**src/verilog/usr_pkg.sv**
```systemverilog
/*
 * constants for the serial receive path: modes, frame codes,
 * oversampling points and buffer entry layout.
 * assumes nothing beyond a SystemVerilog compiler.
 */
package usr_pkg;
    // operating mode field codes
    localparam logic [1:0] MODE_ASYNC = 2'h0;
    localparam logic [1:0] MODE_SYNC  = 2'h1;
    localparam logic [1:0] MODE_SPI   = 2'h3;
    // char size field: 3'h7 is nine bits, else low two code bits + 5
    localparam logic [2:0] CS_NINE    = 3'h7;
    localparam logic [3:0] DATA_BASE  = 4'h5;
    localparam logic [3:0] NINE_BITS  = 4'h9;
    localparam logic [3:0] SPI_BITS   = 4'h8;
    // oversampling rates and centre sample windows
    localparam logic [4:0] OS_NORMAL  = 5'h10;
    localparam logic [4:0] OS_DOUBLE  = 5'h08;
    localparam logic [4:0] VOTE_LO_N  = 5'h08;
    localparam logic [4:0] VOTE_HI_N  = 5'h0a;
    localparam logic [4:0] VOTE_LO_D  = 5'h04;
    localparam logic [4:0] VOTE_HI_D  = 5'h06;
    localparam logic [4:0] OS_FIRST   = 5'h01;
    // buffer entry layout
    localparam int         ENTRY_W    = 12;
    localparam int         E_NINTH    = 8;
    localparam int         E_FE       = 9;
    localparam int         E_PE       = 10;
    localparam int         E_DOR      = 11;
    localparam int         RX_BUF_DEPTH = 2;

    typedef enum logic [4:0] {
        ST_IDLE  = 5'h01,
        ST_START = 5'h02,
        ST_DATA  = 5'h04,
        ST_PAR   = 5'h08,
        ST_STOP  = 5'h10
    } usr_state_t;
endpackage : usr_pkg

```
**src/verilog/usr_rx.sv**
```systemverilog
/*
 * receive path of the universal serial unit: async oversampled
 * uart, synchronous receive, spi receive, buffer, error flags.
 * assumes BAUD_TICK pulses once per oversample period, all pins
 * synchronous to CLK, and software reading status before data.
 */
// Notes on behaviour
// - receive path runs only while enabled
// - valid start bit begins frame; bits shifted
// - first stop bit completes frame; second ignored
// - nine-bit chars put ninth bit aside
// - two-entry buffer keeps flags per character
// - complete flag high while buffer holds data
// - interrupt while flag, enable, global enable
// - frame error reflects first stop bit
// - overrun on full buffer; drop until read
// - parity error; reads zero when disabled
// - compare computed and received parity
// - disable is immediate, flushes, frees pin
// - sixteen or eight samples per bit
// - start accepted by majority of centre samples
// - resynchronise on every start bit
// - majority vote per data, parity bit
// - stop valid on two of three high
// - spi mode selects slave select handling
// - spi renames receive and transmit pins
// - spi roles, bit order, buffered receive
// - frame is lsb first, parity before stop
// - even parity is xor; odd inverted
// - polarity picks sampling serial clock edge
`timescale 1ns/1ps
module usr_rx
    import usr_pkg::*;
#(
    parameter int BUF_DEPTH = RX_BUF_DEPTH
) (
    // clock, reset, clock enable
    input  wire logic       CLK,
    input  wire logic       RST_N,
    input  wire logic       CE,
    // configuration
    input  wire logic       RX_ENABLE,
    input  wire logic [1:0] MODE,
    input  wire logic       DOUBLE_SPEED,
    input  wire logic [2:0] CHAR_SIZE,
    input  wire logic       PARITY_EN,
    input  wire logic       PARITY_ODD,
    input  wire logic       CLOCK_POL,
    input  wire logic       MASTER,
    input  wire logic       SS_OUT_EN,
    input  wire logic       LSB_FIRST,
    input  wire logic       RXC_IE,
    input  wire logic       GLOBAL_IE,
    // timing and pins
    input  wire logic       BAUD_TICK,
    input  wire logic       RXD,
    input  wire logic       SCK_IN,
    input  wire logic       SS_IN_N,
    // software read of the data register
    input  wire logic       RD_POP,
    // status and data
    output logic [7:0]      RX_DATA,
    output logic            RX_NINTH,
    output logic            FRAME_ERR,
    output logic            PARITY_ERR,
    output logic            OVERRUN,
    output logic            RX_COMPLETE,
    output logic            RX_IRQ,
    output logic            RX_BUSY,
    output logic            RXD_GPIO_FREE,
    output logic            SS_OUT_N,
    output logic            SS_OE
);
    usr_state_t         state_q;
    logic [4:0]         cnt_q;
    logic [1:0]         ones_q;
    logic [3:0]         idx_q;
    logic [8:0]         shift_q;
    logic               par_q;
    logic               perr_q;
    logic               prev_q;
    logic               overrun_q;
    logic               dor_mark_q;

    logic               async_m;
    logic               spi_m;
    logic [4:0]         os_last;
    logic [4:0]         v_lo;
    logic [4:0]         v_hi;
    logic               samp_edge;
    logic               tick_a;
    logic               tick_s;
    logic               vote_bit;
    logic               bit_val;
    logic               step;
    logic               start_a;
    logic               start_s;
    logic [3:0]         nbits;
    logic [3:0]         pos;
    logic               frame_done;
    logic               fe_bit;
    logic               push_v;
    logic               drop;
    logic [ENTRY_W-1:0] entry;
    logic               fifo_in_ready;
    logic               fifo_out_valid;
    logic               fifo_pop;
    logic [ENTRY_W-1:0] head;
    logic               spi_sel;

    assign async_m = MODE == MODE_ASYNC;
    assign spi_m   = MODE == MODE_SPI;
    // rate and centre window follow double speed
    assign os_last = DOUBLE_SPEED ? OS_DOUBLE : OS_NORMAL;
    assign v_lo    = DOUBLE_SPEED ? VOTE_LO_D : VOTE_LO_N;
    assign v_hi    = DOUBLE_SPEED ? VOTE_HI_D : VOTE_HI_N;

    assign tick_a  = RX_ENABLE & async_m & BAUD_TICK;
    assign tick_s  = RX_ENABLE & ~async_m & samp_edge;
    // slave only listens while selected; master always
    assign spi_sel = MASTER | ~SS_IN_N;

    // two of three centre samples decide the bit
    assign vote_bit = (ones_q == 2'h2) | ((ones_q == 2'h1) & RXD);
    assign bit_val  = async_m ? vote_bit : RXD;
    assign step     = async_m ? (tick_a & cnt_q == v_hi & state_q != ST_IDLE)
                              : (tick_s & state_q != ST_IDLE);

    // falling edge re-arms every frame
    assign start_a = tick_a & state_q == ST_IDLE & prev_q & ~RXD;
    assign start_s = tick_s & state_q == ST_IDLE
                   & (spi_m ? spi_sel : ~RXD);

    always_comb begin
        if (spi_m)
            nbits = SPI_BITS;
        else if (CHAR_SIZE == CS_NINE)
            nbits = NINE_BITS;
        else
            nbits = DATA_BASE + {2'h0, CHAR_SIZE[1:0]};
    end

    // lsb arrives first; spi may reverse the order
    assign pos = (spi_m && !LSB_FIRST) ? 4'h7 - idx_q : idx_q;

    always_comb begin
        frame_done = 1'b0;
        fe_bit     = 1'b0;
        if (spi_m) begin
            frame_done = (state_q == ST_DATA && step && idx_q == 4'h7)
                       | (start_s && SPI_BITS == 4'h1);
        end else if (state_q == ST_STOP && step) begin
            frame_done = 1'b1;
            fe_bit     = ~bit_val;
        end
    end

    // entry keeps its own flags beside the data
    always_comb begin
        entry             = '0;
        entry[8:0]        = shift_q;
        if (spi_m) begin
            if (!LSB_FIRST)
                entry[pos] = bit_val;
            else
                entry[idx_q] = bit_val;
        end
        entry[E_NINTH]    = (nbits == NINE_BITS) & shift_q[8];
        entry[E_FE]       = fe_bit;
        entry[E_PE]       = perr_q & ~spi_m;
        entry[E_DOR]      = dor_mark_q;
    end

    // buffer full or already overrun: drop the frame
    assign drop     = frame_done & (overrun_q | ~fifo_in_ready);
    assign push_v   = frame_done & ~overrun_q;
    assign fifo_pop = RD_POP & fifo_out_valid & RX_ENABLE;

    usr_sck_edge u_edge (
        .clk   (CLK),
        .rst_n (RST_N),
        .en    (CE),
        .sck   (SCK_IN),
        .pol   (CLOCK_POL),
        .samp  (samp_edge)
    );

    usr_fifo #(
        .WIDTH (ENTRY_W),
        .DEPTH (BUF_DEPTH)
    ) u_buf (
        .clk       (CLK),
        .rst_n     (RST_N),
        .en        (CE),
        .flush     (~RX_ENABLE),
        .in_valid  (push_v),
        .in_ready  (fifo_in_ready),
        .in_data   (entry),
        .out_valid (fifo_out_valid),
        .out_ready (fifo_pop),
        .out_data  (head)
    );

    // line history for edge search; moves on sample ticks, forced high while disabled
    always_ff @(posedge CLK or negedge RST_N) begin
        if (!RST_N)
            prev_q <= 1'b1;
        else if (CE) begin
            if (!RX_ENABLE)
                prev_q <= 1'b1;
            else if (tick_a)
                prev_q <= RXD;
        end
    end

    // oversample position and centre vote count
    always_ff @(posedge CLK or negedge RST_N) begin
        if (!RST_N) begin
            cnt_q  <= OS_FIRST;
            ones_q <= 2'h0;
        end else if (CE) begin
            if (!RX_ENABLE || start_a) begin
                cnt_q  <= OS_FIRST;
                ones_q <= 2'h0;
            end else if (tick_a && state_q != ST_IDLE) begin
                cnt_q <= (cnt_q == os_last) ? OS_FIRST : cnt_q + 5'h01;
                if (cnt_q == v_hi)
                    ones_q <= 2'h0;
                else if (cnt_q >= v_lo && cnt_q < v_hi && RXD)
                    ones_q <= ones_q + 2'h1;
            end
        end
    end

    // frame sequencer
    always_ff @(posedge CLK or negedge RST_N) begin
        if (!RST_N)
            state_q <= ST_IDLE;
        else if (CE) begin
            if (!RX_ENABLE || (spi_m && !spi_sel))
                state_q <= ST_IDLE;
            else begin
                unique case (state_q)
                    ST_IDLE: begin
                        if (start_a)
                            state_q <= ST_START;
                        else if (start_s)
                            state_q <= ST_DATA;
                    end
                    ST_START: begin
                        if (step)
                            // majority high means noise
                            state_q <= vote_bit ? ST_IDLE : ST_DATA;
                    end
                    ST_DATA: begin
                        if (step && idx_q == nbits - 4'h1)
                            state_q <= spi_m ? ST_IDLE
                                     : (PARITY_EN ? ST_PAR : ST_STOP);
                    end
                    ST_PAR: begin
                        if (step)
                            state_q <= ST_STOP;
                    end
                    ST_STOP: begin
                        // second stop bit never looked at
                        if (step)
                            state_q <= ST_IDLE;
                    end
                    default: state_q <= ST_IDLE;
                endcase
            end
        end
    end

    // shift register, bit index and parity accumulator
    always_ff @(posedge CLK or negedge RST_N) begin
        if (!RST_N) begin
            shift_q <= '0;
            idx_q   <= 4'h0;
            par_q   <= 1'b0;
            perr_q  <= 1'b0;
        end else if (CE) begin
            if (!RX_ENABLE) begin
                shift_q <= '0;
                idx_q   <= 4'h0;
                par_q   <= 1'b0;
                perr_q  <= 1'b0;
            end else if (start_a || (start_s && !spi_m)) begin
                shift_q <= '0;
                idx_q   <= 4'h0;
                par_q   <= 1'b0;
                perr_q  <= 1'b0;
            end else if (start_s && spi_m) begin
                shift_q <= '0;
                shift_q[LSB_FIRST ? 4'h0 : 4'h7] <= RXD;
                idx_q   <= 4'h1;
            end else if (step && state_q == ST_DATA) begin
                shift_q[pos] <= bit_val;
                par_q        <= par_q ^ bit_val;
                idx_q        <= idx_q + 4'h1;
            end else if (step && state_q == ST_PAR) begin
                perr_q <= bit_val != (par_q ^ PARITY_ODD);
            end
        end
    end

    // overrun: set wins over the clearing read
    always_ff @(posedge CLK or negedge RST_N) begin
        if (!RST_N) begin
            overrun_q  <= 1'b0;
            dor_mark_q <= 1'b0;
        end else if (CE) begin
            if (!RX_ENABLE) begin
                overrun_q  <= 1'b0;
                dor_mark_q <= 1'b0;
            end else begin
                if (drop)
                    overrun_q <= 1'b1;
                else if (fifo_pop)
                    overrun_q <= 1'b0;
                if (drop)
                    dor_mark_q <= 1'b1;
                else if (push_v && fifo_in_ready)
                    dor_mark_q <= 1'b0;
            end
        end
    end

    // registered status view of the buffer head
    always_ff @(posedge CLK or negedge RST_N) begin
        if (!RST_N) begin
            RX_DATA     <= 8'h00;
            RX_NINTH    <= 1'b0;
            FRAME_ERR   <= 1'b0;
            PARITY_ERR  <= 1'b0;
            OVERRUN     <= 1'b0;
            RX_COMPLETE <= 1'b0;
            RX_IRQ      <= 1'b0;
        end else if (CE) begin
            RX_DATA     <= fifo_out_valid ? head[7:0] : 8'h00;
            RX_NINTH    <= fifo_out_valid & head[E_NINTH];
            FRAME_ERR   <= fifo_out_valid & head[E_FE];
            PARITY_ERR  <= fifo_out_valid & head[E_PE] & PARITY_EN;
            OVERRUN     <= overrun_q | (fifo_out_valid & head[E_DOR]);
            RX_COMPLETE <= fifo_out_valid;
            RX_IRQ      <= fifo_out_valid & RXC_IE & GLOBAL_IE;
        end
    end

    // pin ownership and slave select drive
    always_ff @(posedge CLK or negedge RST_N) begin
        if (!RST_N) begin
            RX_BUSY       <= 1'b0;
            RXD_GPIO_FREE <= 1'b1;
            SS_OUT_N      <= 1'b1;
            SS_OE         <= 1'b0;
        end else if (CE) begin
            RX_BUSY       <= RX_ENABLE & state_q != ST_IDLE;
            RXD_GPIO_FREE <= ~RX_ENABLE;
            SS_OE         <= spi_m & MASTER & SS_OUT_EN;
            SS_OUT_N      <= ~(spi_m & MASTER & SS_OUT_EN & RX_ENABLE);
        end
    end

    a_disable_flush: assert property (@(posedge CLK) disable iff (!RST_N)
        CE && !RX_ENABLE |=> state_q == ST_IDLE && !fifo_out_valid && !overrun_q)
        else $error("disable did not flush receiver");

    a_rxc_tracks: assert property (@(posedge CLK) disable iff (!RST_N)
        CE && fifo_out_valid |=> RX_COMPLETE ##1 (RX_COMPLETE || !$past(fifo_out_valid)))
        else $error("complete flag does not follow buffer");

    a_irq_needs: assert property (@(posedge CLK) disable iff (!RST_N)
        RX_IRQ |-> RX_COMPLETE && $past(RXC_IE) && $past(GLOBAL_IE))
        else $error("interrupt without flag or enables");

    a_pe_zero: assert property (@(posedge CLK) disable iff (!RST_N)
        $past(CE) && !$past(PARITY_EN) |-> !PARITY_ERR)
        else $error("parity error shown while parity off");

    a_overrun_set: assert property (@(posedge CLK) disable iff (!RST_N)
        CE && RX_ENABLE && frame_done && !fifo_in_ready |=> overrun_q ##1 OVERRUN || !CE)
        else $error("overrun not raised on full buffer");

    a_start_reject: assert property (@(posedge CLK) disable iff (!RST_N)
        CE && RX_ENABLE && state_q == ST_START && step && vote_bit
        |=> state_q == ST_IDLE)
        else $error("rejected start bit not dropped");

    a_start_wait: assert property (@(posedge CLK) disable iff (!RST_N)
        CE && RX_ENABLE && async_m && state_q == ST_START && tick_a && cnt_q < v_hi
        |=> state_q == ST_START)
        else $error("start decided before centre sample");

    a_stop_idle: assert property (@(posedge CLK) disable iff (!RST_N)
        CE && RX_ENABLE && state_q == ST_STOP && step |=> state_q == ST_IDLE)
        else $error("receiver not idle after stop bit");

    a_fe_entry: assert property (@(posedge CLK) disable iff (!RST_N)
        async_m && state_q == ST_STOP && step && ones_q == 2'h0 |-> entry[E_FE])
        else $error("frame error does not match stop bit");
endmodule : usr_rx

```
**src/verilog/usr_sck_edge.sv**
```systemverilog
/*
 * serial clock sampling-edge detector for synchronous and spi modes.
 * assumes the clock pin is already synchronous to CLK.
 */
`timescale 1ns/1ps
module usr_sck_edge (
    // clock and reset
    input  wire logic clk,
    input  wire logic rst_n,
    input  wire logic en,
    // pin and polarity
    input  wire logic sck,
    input  wire logic pol,
    // one-cycle pulse on the sampling edge
    output logic      samp
);
    logic prev_q;
    logic armed_q;

    // first enabled cycle only loads history: reset value cannot fake an edge
    always_ff @(posedge clk or negedge rst_n) begin
        if (!rst_n) begin
            prev_q  <= 1'b0;
            armed_q <= 1'b0;
            samp    <= 1'b0;
        end else if (en) begin
            prev_q  <= sck;
            armed_q <= 1'b1;
            // pol 0 samples on falling edge, pol 1 on rising
            samp    <= armed_q & (pol ? (sck & ~prev_q) : (~sck & prev_q));
        end
    end
endmodule : usr_sck_edge

```
**src/verilog/usr_fifo.sv**
```systemverilog
/*
 * small receive fifo with registered read data (show-ahead).
 * assumes the writer honours in_ready and the reader out_valid.
 */
`timescale 1ns/1ps
module usr_fifo #(
    parameter int WIDTH = 12,
    parameter int DEPTH = 16
) (
    // clock and reset
    input  wire logic             clk,
    input  wire logic             rst_n,
    input  wire logic             en,
    input  wire logic             flush,
    // write side
    input  wire logic             in_valid,
    output logic                  in_ready,
    input  wire logic [WIDTH-1:0] in_data,
    // read side
    output logic                  out_valid,
    input  wire logic             out_ready,
    output logic [WIDTH-1:0]      out_data
);
    localparam int AW = (DEPTH > 2) ? $clog2(DEPTH) : 1;

    logic [WIDTH-1:0] mem [DEPTH];
    logic [AW-1:0]    wr_ptr_q;
    logic [AW-1:0]    rd_ptr_q;
    logic [AW-1:0]    rd_ptr_d;
    logic [AW:0]      cnt_q;
    logic             push;
    logic             pop;

    assign in_ready  = cnt_q != (AW+1)'(DEPTH);
    assign out_valid = cnt_q != '0;
    assign push      = in_valid & in_ready;
    assign pop       = out_ready & out_valid;

    always_comb begin
        rd_ptr_d = rd_ptr_q;
        if (flush)
            rd_ptr_d = '0;
        else if (pop)
            rd_ptr_d = (rd_ptr_q == AW'(DEPTH-1)) ? '0 : rd_ptr_q + 1'b1;
    end

    always_ff @(posedge clk or negedge rst_n) begin
        if (!rst_n) begin
            wr_ptr_q <= '0;
            rd_ptr_q <= '0;
            cnt_q    <= '0;
        end else if (en) begin
            rd_ptr_q <= rd_ptr_d;
            if (flush) begin
                wr_ptr_q <= '0;
                cnt_q    <= '0;
            end else begin
                if (push)
                    wr_ptr_q <= (wr_ptr_q == AW'(DEPTH-1)) ? '0 : wr_ptr_q + 1'b1;
                cnt_q <= cnt_q + (AW+1)'(push) - (AW+1)'(pop);
            end
        end
    end

    always_ff @(posedge clk) begin
        if (en && push && !flush)
            mem[wr_ptr_q] <= in_data;
    end

    // head word registered; bypass when the head is being written now
    always_ff @(posedge clk or negedge rst_n) begin
        if (!rst_n)
            out_data <= '0;
        else if (en)
            out_data <= (push && !flush && wr_ptr_q == rd_ptr_d) ? in_data
                                                                 : mem[rd_ptr_d];
    end
endmodule : usr_fifo

```
**config.mk**
```make
export PLATFORM = sky130hd
export DESIGN_NAME = usr_rx
export DESIGN_NICKNAME = d
export VERILOG_FILES = /design/src/verilog/usr_pkg.sv /design/src/verilog/usr_rx.sv /design/src/verilog/usr_sck_edge.sv /design/src/verilog/usr_fifo.sv
export SDC_FILE = /design/constraint.sdc
export NUM_CORES = 1
export LEC_CHECK = 0
export BUFFER_PORTS_ARGS = -buffer_cell sky130_fd_sc_hd__buf_2
export CAP_MARGIN = 10
export CORE_AREA = 2 2 107 109
export DETAILED_ROUTE_END_ITERATION = 16
export DIE_AREA = 0 0 109 111
export MAX_ROUTING_LAYER = met4
export PLACE_DENSITY_LB_ADDON = 0.3
export SLEW_MARGIN = 30
export SYNTH_ARGS = -nofsm -noshare
export SYNTH_HDL_FRONTEND = slang
export SYNTH_HIERARCHICAL = 1
export SYNTH_SLANG_ARGS = --single-unit
```
**constraint.sdc**
```tcl
create_clock -name CLK -period 3.6 [get_ports CLK]
set_input_delay 0.72 -clock CLK [delete_from_list [all_inputs] [get_ports CLK]]
set_output_delay 0.72 -clock CLK [all_outputs]
set_load 0.005 [all_outputs]
```
==> impl_metrics.csv <==
group,metric,value,unit
clock_tree,clk_pin_slew,0.07,ns
synthesis,async_flop_share,73.6,%
routing,wl_per_cell,17.5,um
grt,grt_use_total,22.3,%
power_and_ir_drop,total_power,3.06,mW
synthesis,yosysTopAreaCell,"dfrtp_1",
clock_tree,htree_num_levels,3,
final_layout,diodes,0,
routing,first_pass_iters,7,
die,die_w,109,um
sta,period_needed,3.43,ns
clock_tree,clock-sinks,91,
sta,rsz0062_at_grt,"false",
synthesis,synth.cell_area,0.00535,mm2
routing,vias,4479,
power_and_ir_drop,cellPowerDensity,498,mW/mm2
grt,antenna_found_initial,0,
sta,setup_viol_count_final,0,
synthesis,ys_ff_latch,91,
clock_tree,cts_buffers,9,
sta,worst_pin_slew,0.781,ns
run_status,status,"completed",
final_layout,drive_gt1_share,20.7,%
clock_tree,clock_latency,0.35,ns
synthesis,synth_fp_nets,581,
synthesis,ys_top_cells_by_area,"dfrtp_1 (29%), edfxtp_1 (13%), ha_1 (4.0%)",
setup_path,worstSetupPathType,"in2reg",
grt,grt_overflow_total,0,
final_layout,nNetsFinal,629,
run,drv_cap,0,
die,start_util,48.3,%
routing,routed_wl,12900,um
placed_design,io_buffers,40,
grt,grt_start_max_net_pins,68,
die,rows,39,
setup_path,crit_arrival,3.66,ns
sta,period_share,95.3,%
setup_path,worstPathMaxFanout,3,
routing,viasPerCell,6.08,
final_layout,multi_input_area,0.00266,mm2
synthesis,syn_inst,541,
power_and_ir_drop,vdd_drop_max,303,uV
synthesis,syn_avg_cell_area,9.89,um2
final_layout,fillers,980,
clock_tree,cts_resized,0,
grt,grt_pass1_wl,20900,um
clock_tree,clk_path_buf_depth,2,
synthesis,synth_top_flop_cell,"dfrtp_1",
sta,fin_skew,0.00653,ns
setup_path,start_kind,"primary input",
sta,final_max_slew_viol_count,0,
routing,ant_nets,0,
final_layout,area_growth,14.8,%
grt,grt_pass1_vias,4300,
synthesis,yosys_warnings,6,
sta,slew_headroom,47.9,%
setup_path,critPathCaptureType,"flop",
die,coreArea,0.0111,mm2
clock_tree,root_buffer,"clkbuf_16",
die,die_h,111,um
placed_design,gp_congestion,0.875,
synthesis,synth_edf_count,24,
setup_path,cp.required,3.83,ns
synthesis,synth_top_area_share,29.0,%
power_and_ir_drop,leakage,2.62,nW
routing,drc,0,
die,pin_count,41,
min_path,hold_class,"in2async",
placed_design,dp_hpwl,8890,um
sta,hold_viol,0,
synthesis,synth_cell_types,78,
sta,fin_tns_setup,0,ns
routing,first_iter_violations,409,
clock_tree,cts_tree,"done",
synthesis,ys_seq_area_share,44.9,%
die,dieArea,0.0121,mm2
sta,fmax,0.291,GHz
final_layout,final-seq-area,0.00240,mm2
[metal layers]
layer  global-route usage [%]  vias to the layer above  part of all wire (%)
met2                     35.3                      173                    49
met1                     29.0                     2178                    44
met5                        -                        -                     0
li1                         -                     2106                     -
met3                     3.29                       22                   5.1
met4                     8.38                        0                   1.7
[cell usage after synthesis (4+ instances only)]
| cell type | n |
|---|---|
| dfrtp_1 | 62 |
| nand2_1 | 40 |
| inv_1 | 34 |
| nor2_1 | 33 |
| o21ai_0 | 32 |
| a21oi_1 | 25 |
| nand3_1 | 25 |
| edfxtp_1 | 24 |
| clkbuf_1 | 23 |
| mux2i_1 | 19 |
| ha_1 | 17 |
| a22o_1 | 13 |
| nor3_1 | 12 |
| o221ai_2 | 10 |
| o22ai_1 | 9 |
| nor2b_1 | 7 |
| nor4_1 | 7 |
| xor2_1 | 7 |
| buf_2 | 6 |
| mux2_2 | 6 |
| nand2b_1 | 6 |
| a21o_1 | 5 |
| and2_1 | 5 |
| and3_1 | 5 |
| dfstp_2 | 5 |
| nand4_1 | 5 |
| o31ai_1 | 5 |
| a31oi_1 | 4 |
| a32o_1 | 4 |
| o211ai_1 | 4 |
| o32ai_1 | 4 |
| or2_2 | 4 |
| or3_1 | 4 |
[worst max-delay path, stage by stage]
cell and delay [ns]:
buf_2 0.11, inv_1 0.05, ha_1 0.30, nand2_1 0.08, o41a_1 0.45, or3_1 0.35, or3_4 0.38, nor2_1 0.09
nand2_1 0.07, ha_1 0.27, inv_1 0.05, ha_1 0.19, xor2_1 0.19, o21ai_0 0.11, a22o_1 0.25
[repair_timing]
item                                    in CTS  in global routing
endpoints found under the setup margin       0                  1
buffers inserted                             0                  1
hold buffers                                 0                  0
[flip-flops by register name, indices dropped and copies added, names as in the netlist, 2 cells and up]
name / count
ones_q: 2
idx_q: 4
u_buf/cnt_q: 2
shift_q: 9
state_q: 5
cnt_q: 5
RX_DATA: 8
u_buf/out_data: 12
u_buf/mem: 24
[final timing paths]
check                               start             end  slack [ns]  cells past startpoint
min reg2reg                u_edge/armed_q  u_edge/armed_q        0.48                      1
max reg2reg                      cnt_q[2]  u_buf/cnt_q[1]        0.20                     13
max in group asynchronous           RST_N          prev_q        2.65                      3
min                                 RST_N      RX_DATA[7]        0.36                      2
min in group CLK           u_edge/armed_q  u_edge/armed_q        0.48                      1
max                          DOUBLE_SPEED  u_buf/cnt_q[1]        0.17                     15
[cells by family after synthesis]
kind of cell	share of synthesized area [%]
and+or+nand+nor	17.2
AOI/OAI and AO/OA	21.3
xor gates and xnor gates	2.46
muxes	4.82
buffers and inverters	5.26
adders and majority gates	3.98
DFF	44.9
[cells in the final DEF, fill, tap and decap left out, types with 6 or more instances in the layout]
cell / instances
a21oi_1: 25
a22o_1: 13
buf_2: 40
buf_4: 28
clkbuf_16: 9
dfrtp_1: 62
edfxtp_1: 24
ha_1: 17
inv_1: 34
mux2_2: 6
mux2i_1: 19
nand2_1: 40
nand2b_1: 6
nand3_1: 25
nor2_1: 33
nor2b_1: 7
nor3_1: 12
nor4_1: 7
o21ai_0: 32
o221ai_2: 10
o22ai_1: 9
xor2_1: 7
[layout make-up]
| class | count | share of cell area, % |
|---|---|---|
| Sequential cell | 91 | 39.1 |
| Multi-Input combinational cell | 381 | 43.4 |
| Clock inverter | 6 | 1.18 |
| Clock buffer | 10 | 3.73 |
| Inverter | 36 | 2.20 |
| Tap cell | 143 | 2.91 |
| Timing Repair Buffer | 70 | 7.46 |
[power by group]
part | internal (mW) | total, mW | switching, mW | leakage [nW]
clock | 0.549 | 0.979 | 0.430 | 0.149
sequential | 1.15 | 1.24 | 0.0959 | 1.09
combinational | 0.335 | 0.837 | 0.502 | 1.38
total | 2.03 | 3.06 | 1.03 | 2.62
[through the flow]
stage	cell area, um2	std cells	setup slack [ns]	utilization, %	hold slack [ns]
2_1_floorplan	5350	541	-0.247	-	0.424
3_3_place_gp	5800	719	-0.0434	52.4	0.455
3_5_place_dp	5800	719	-0.162	52.4	0.465
4_1_cts	6110	735	0.188	55.1	0.481
5_1_grt	6140	737	0.0148	55.4	0.384
6_report	6140	737	0.169	55.4	0.358
Power figures use the tool's default switching activity.
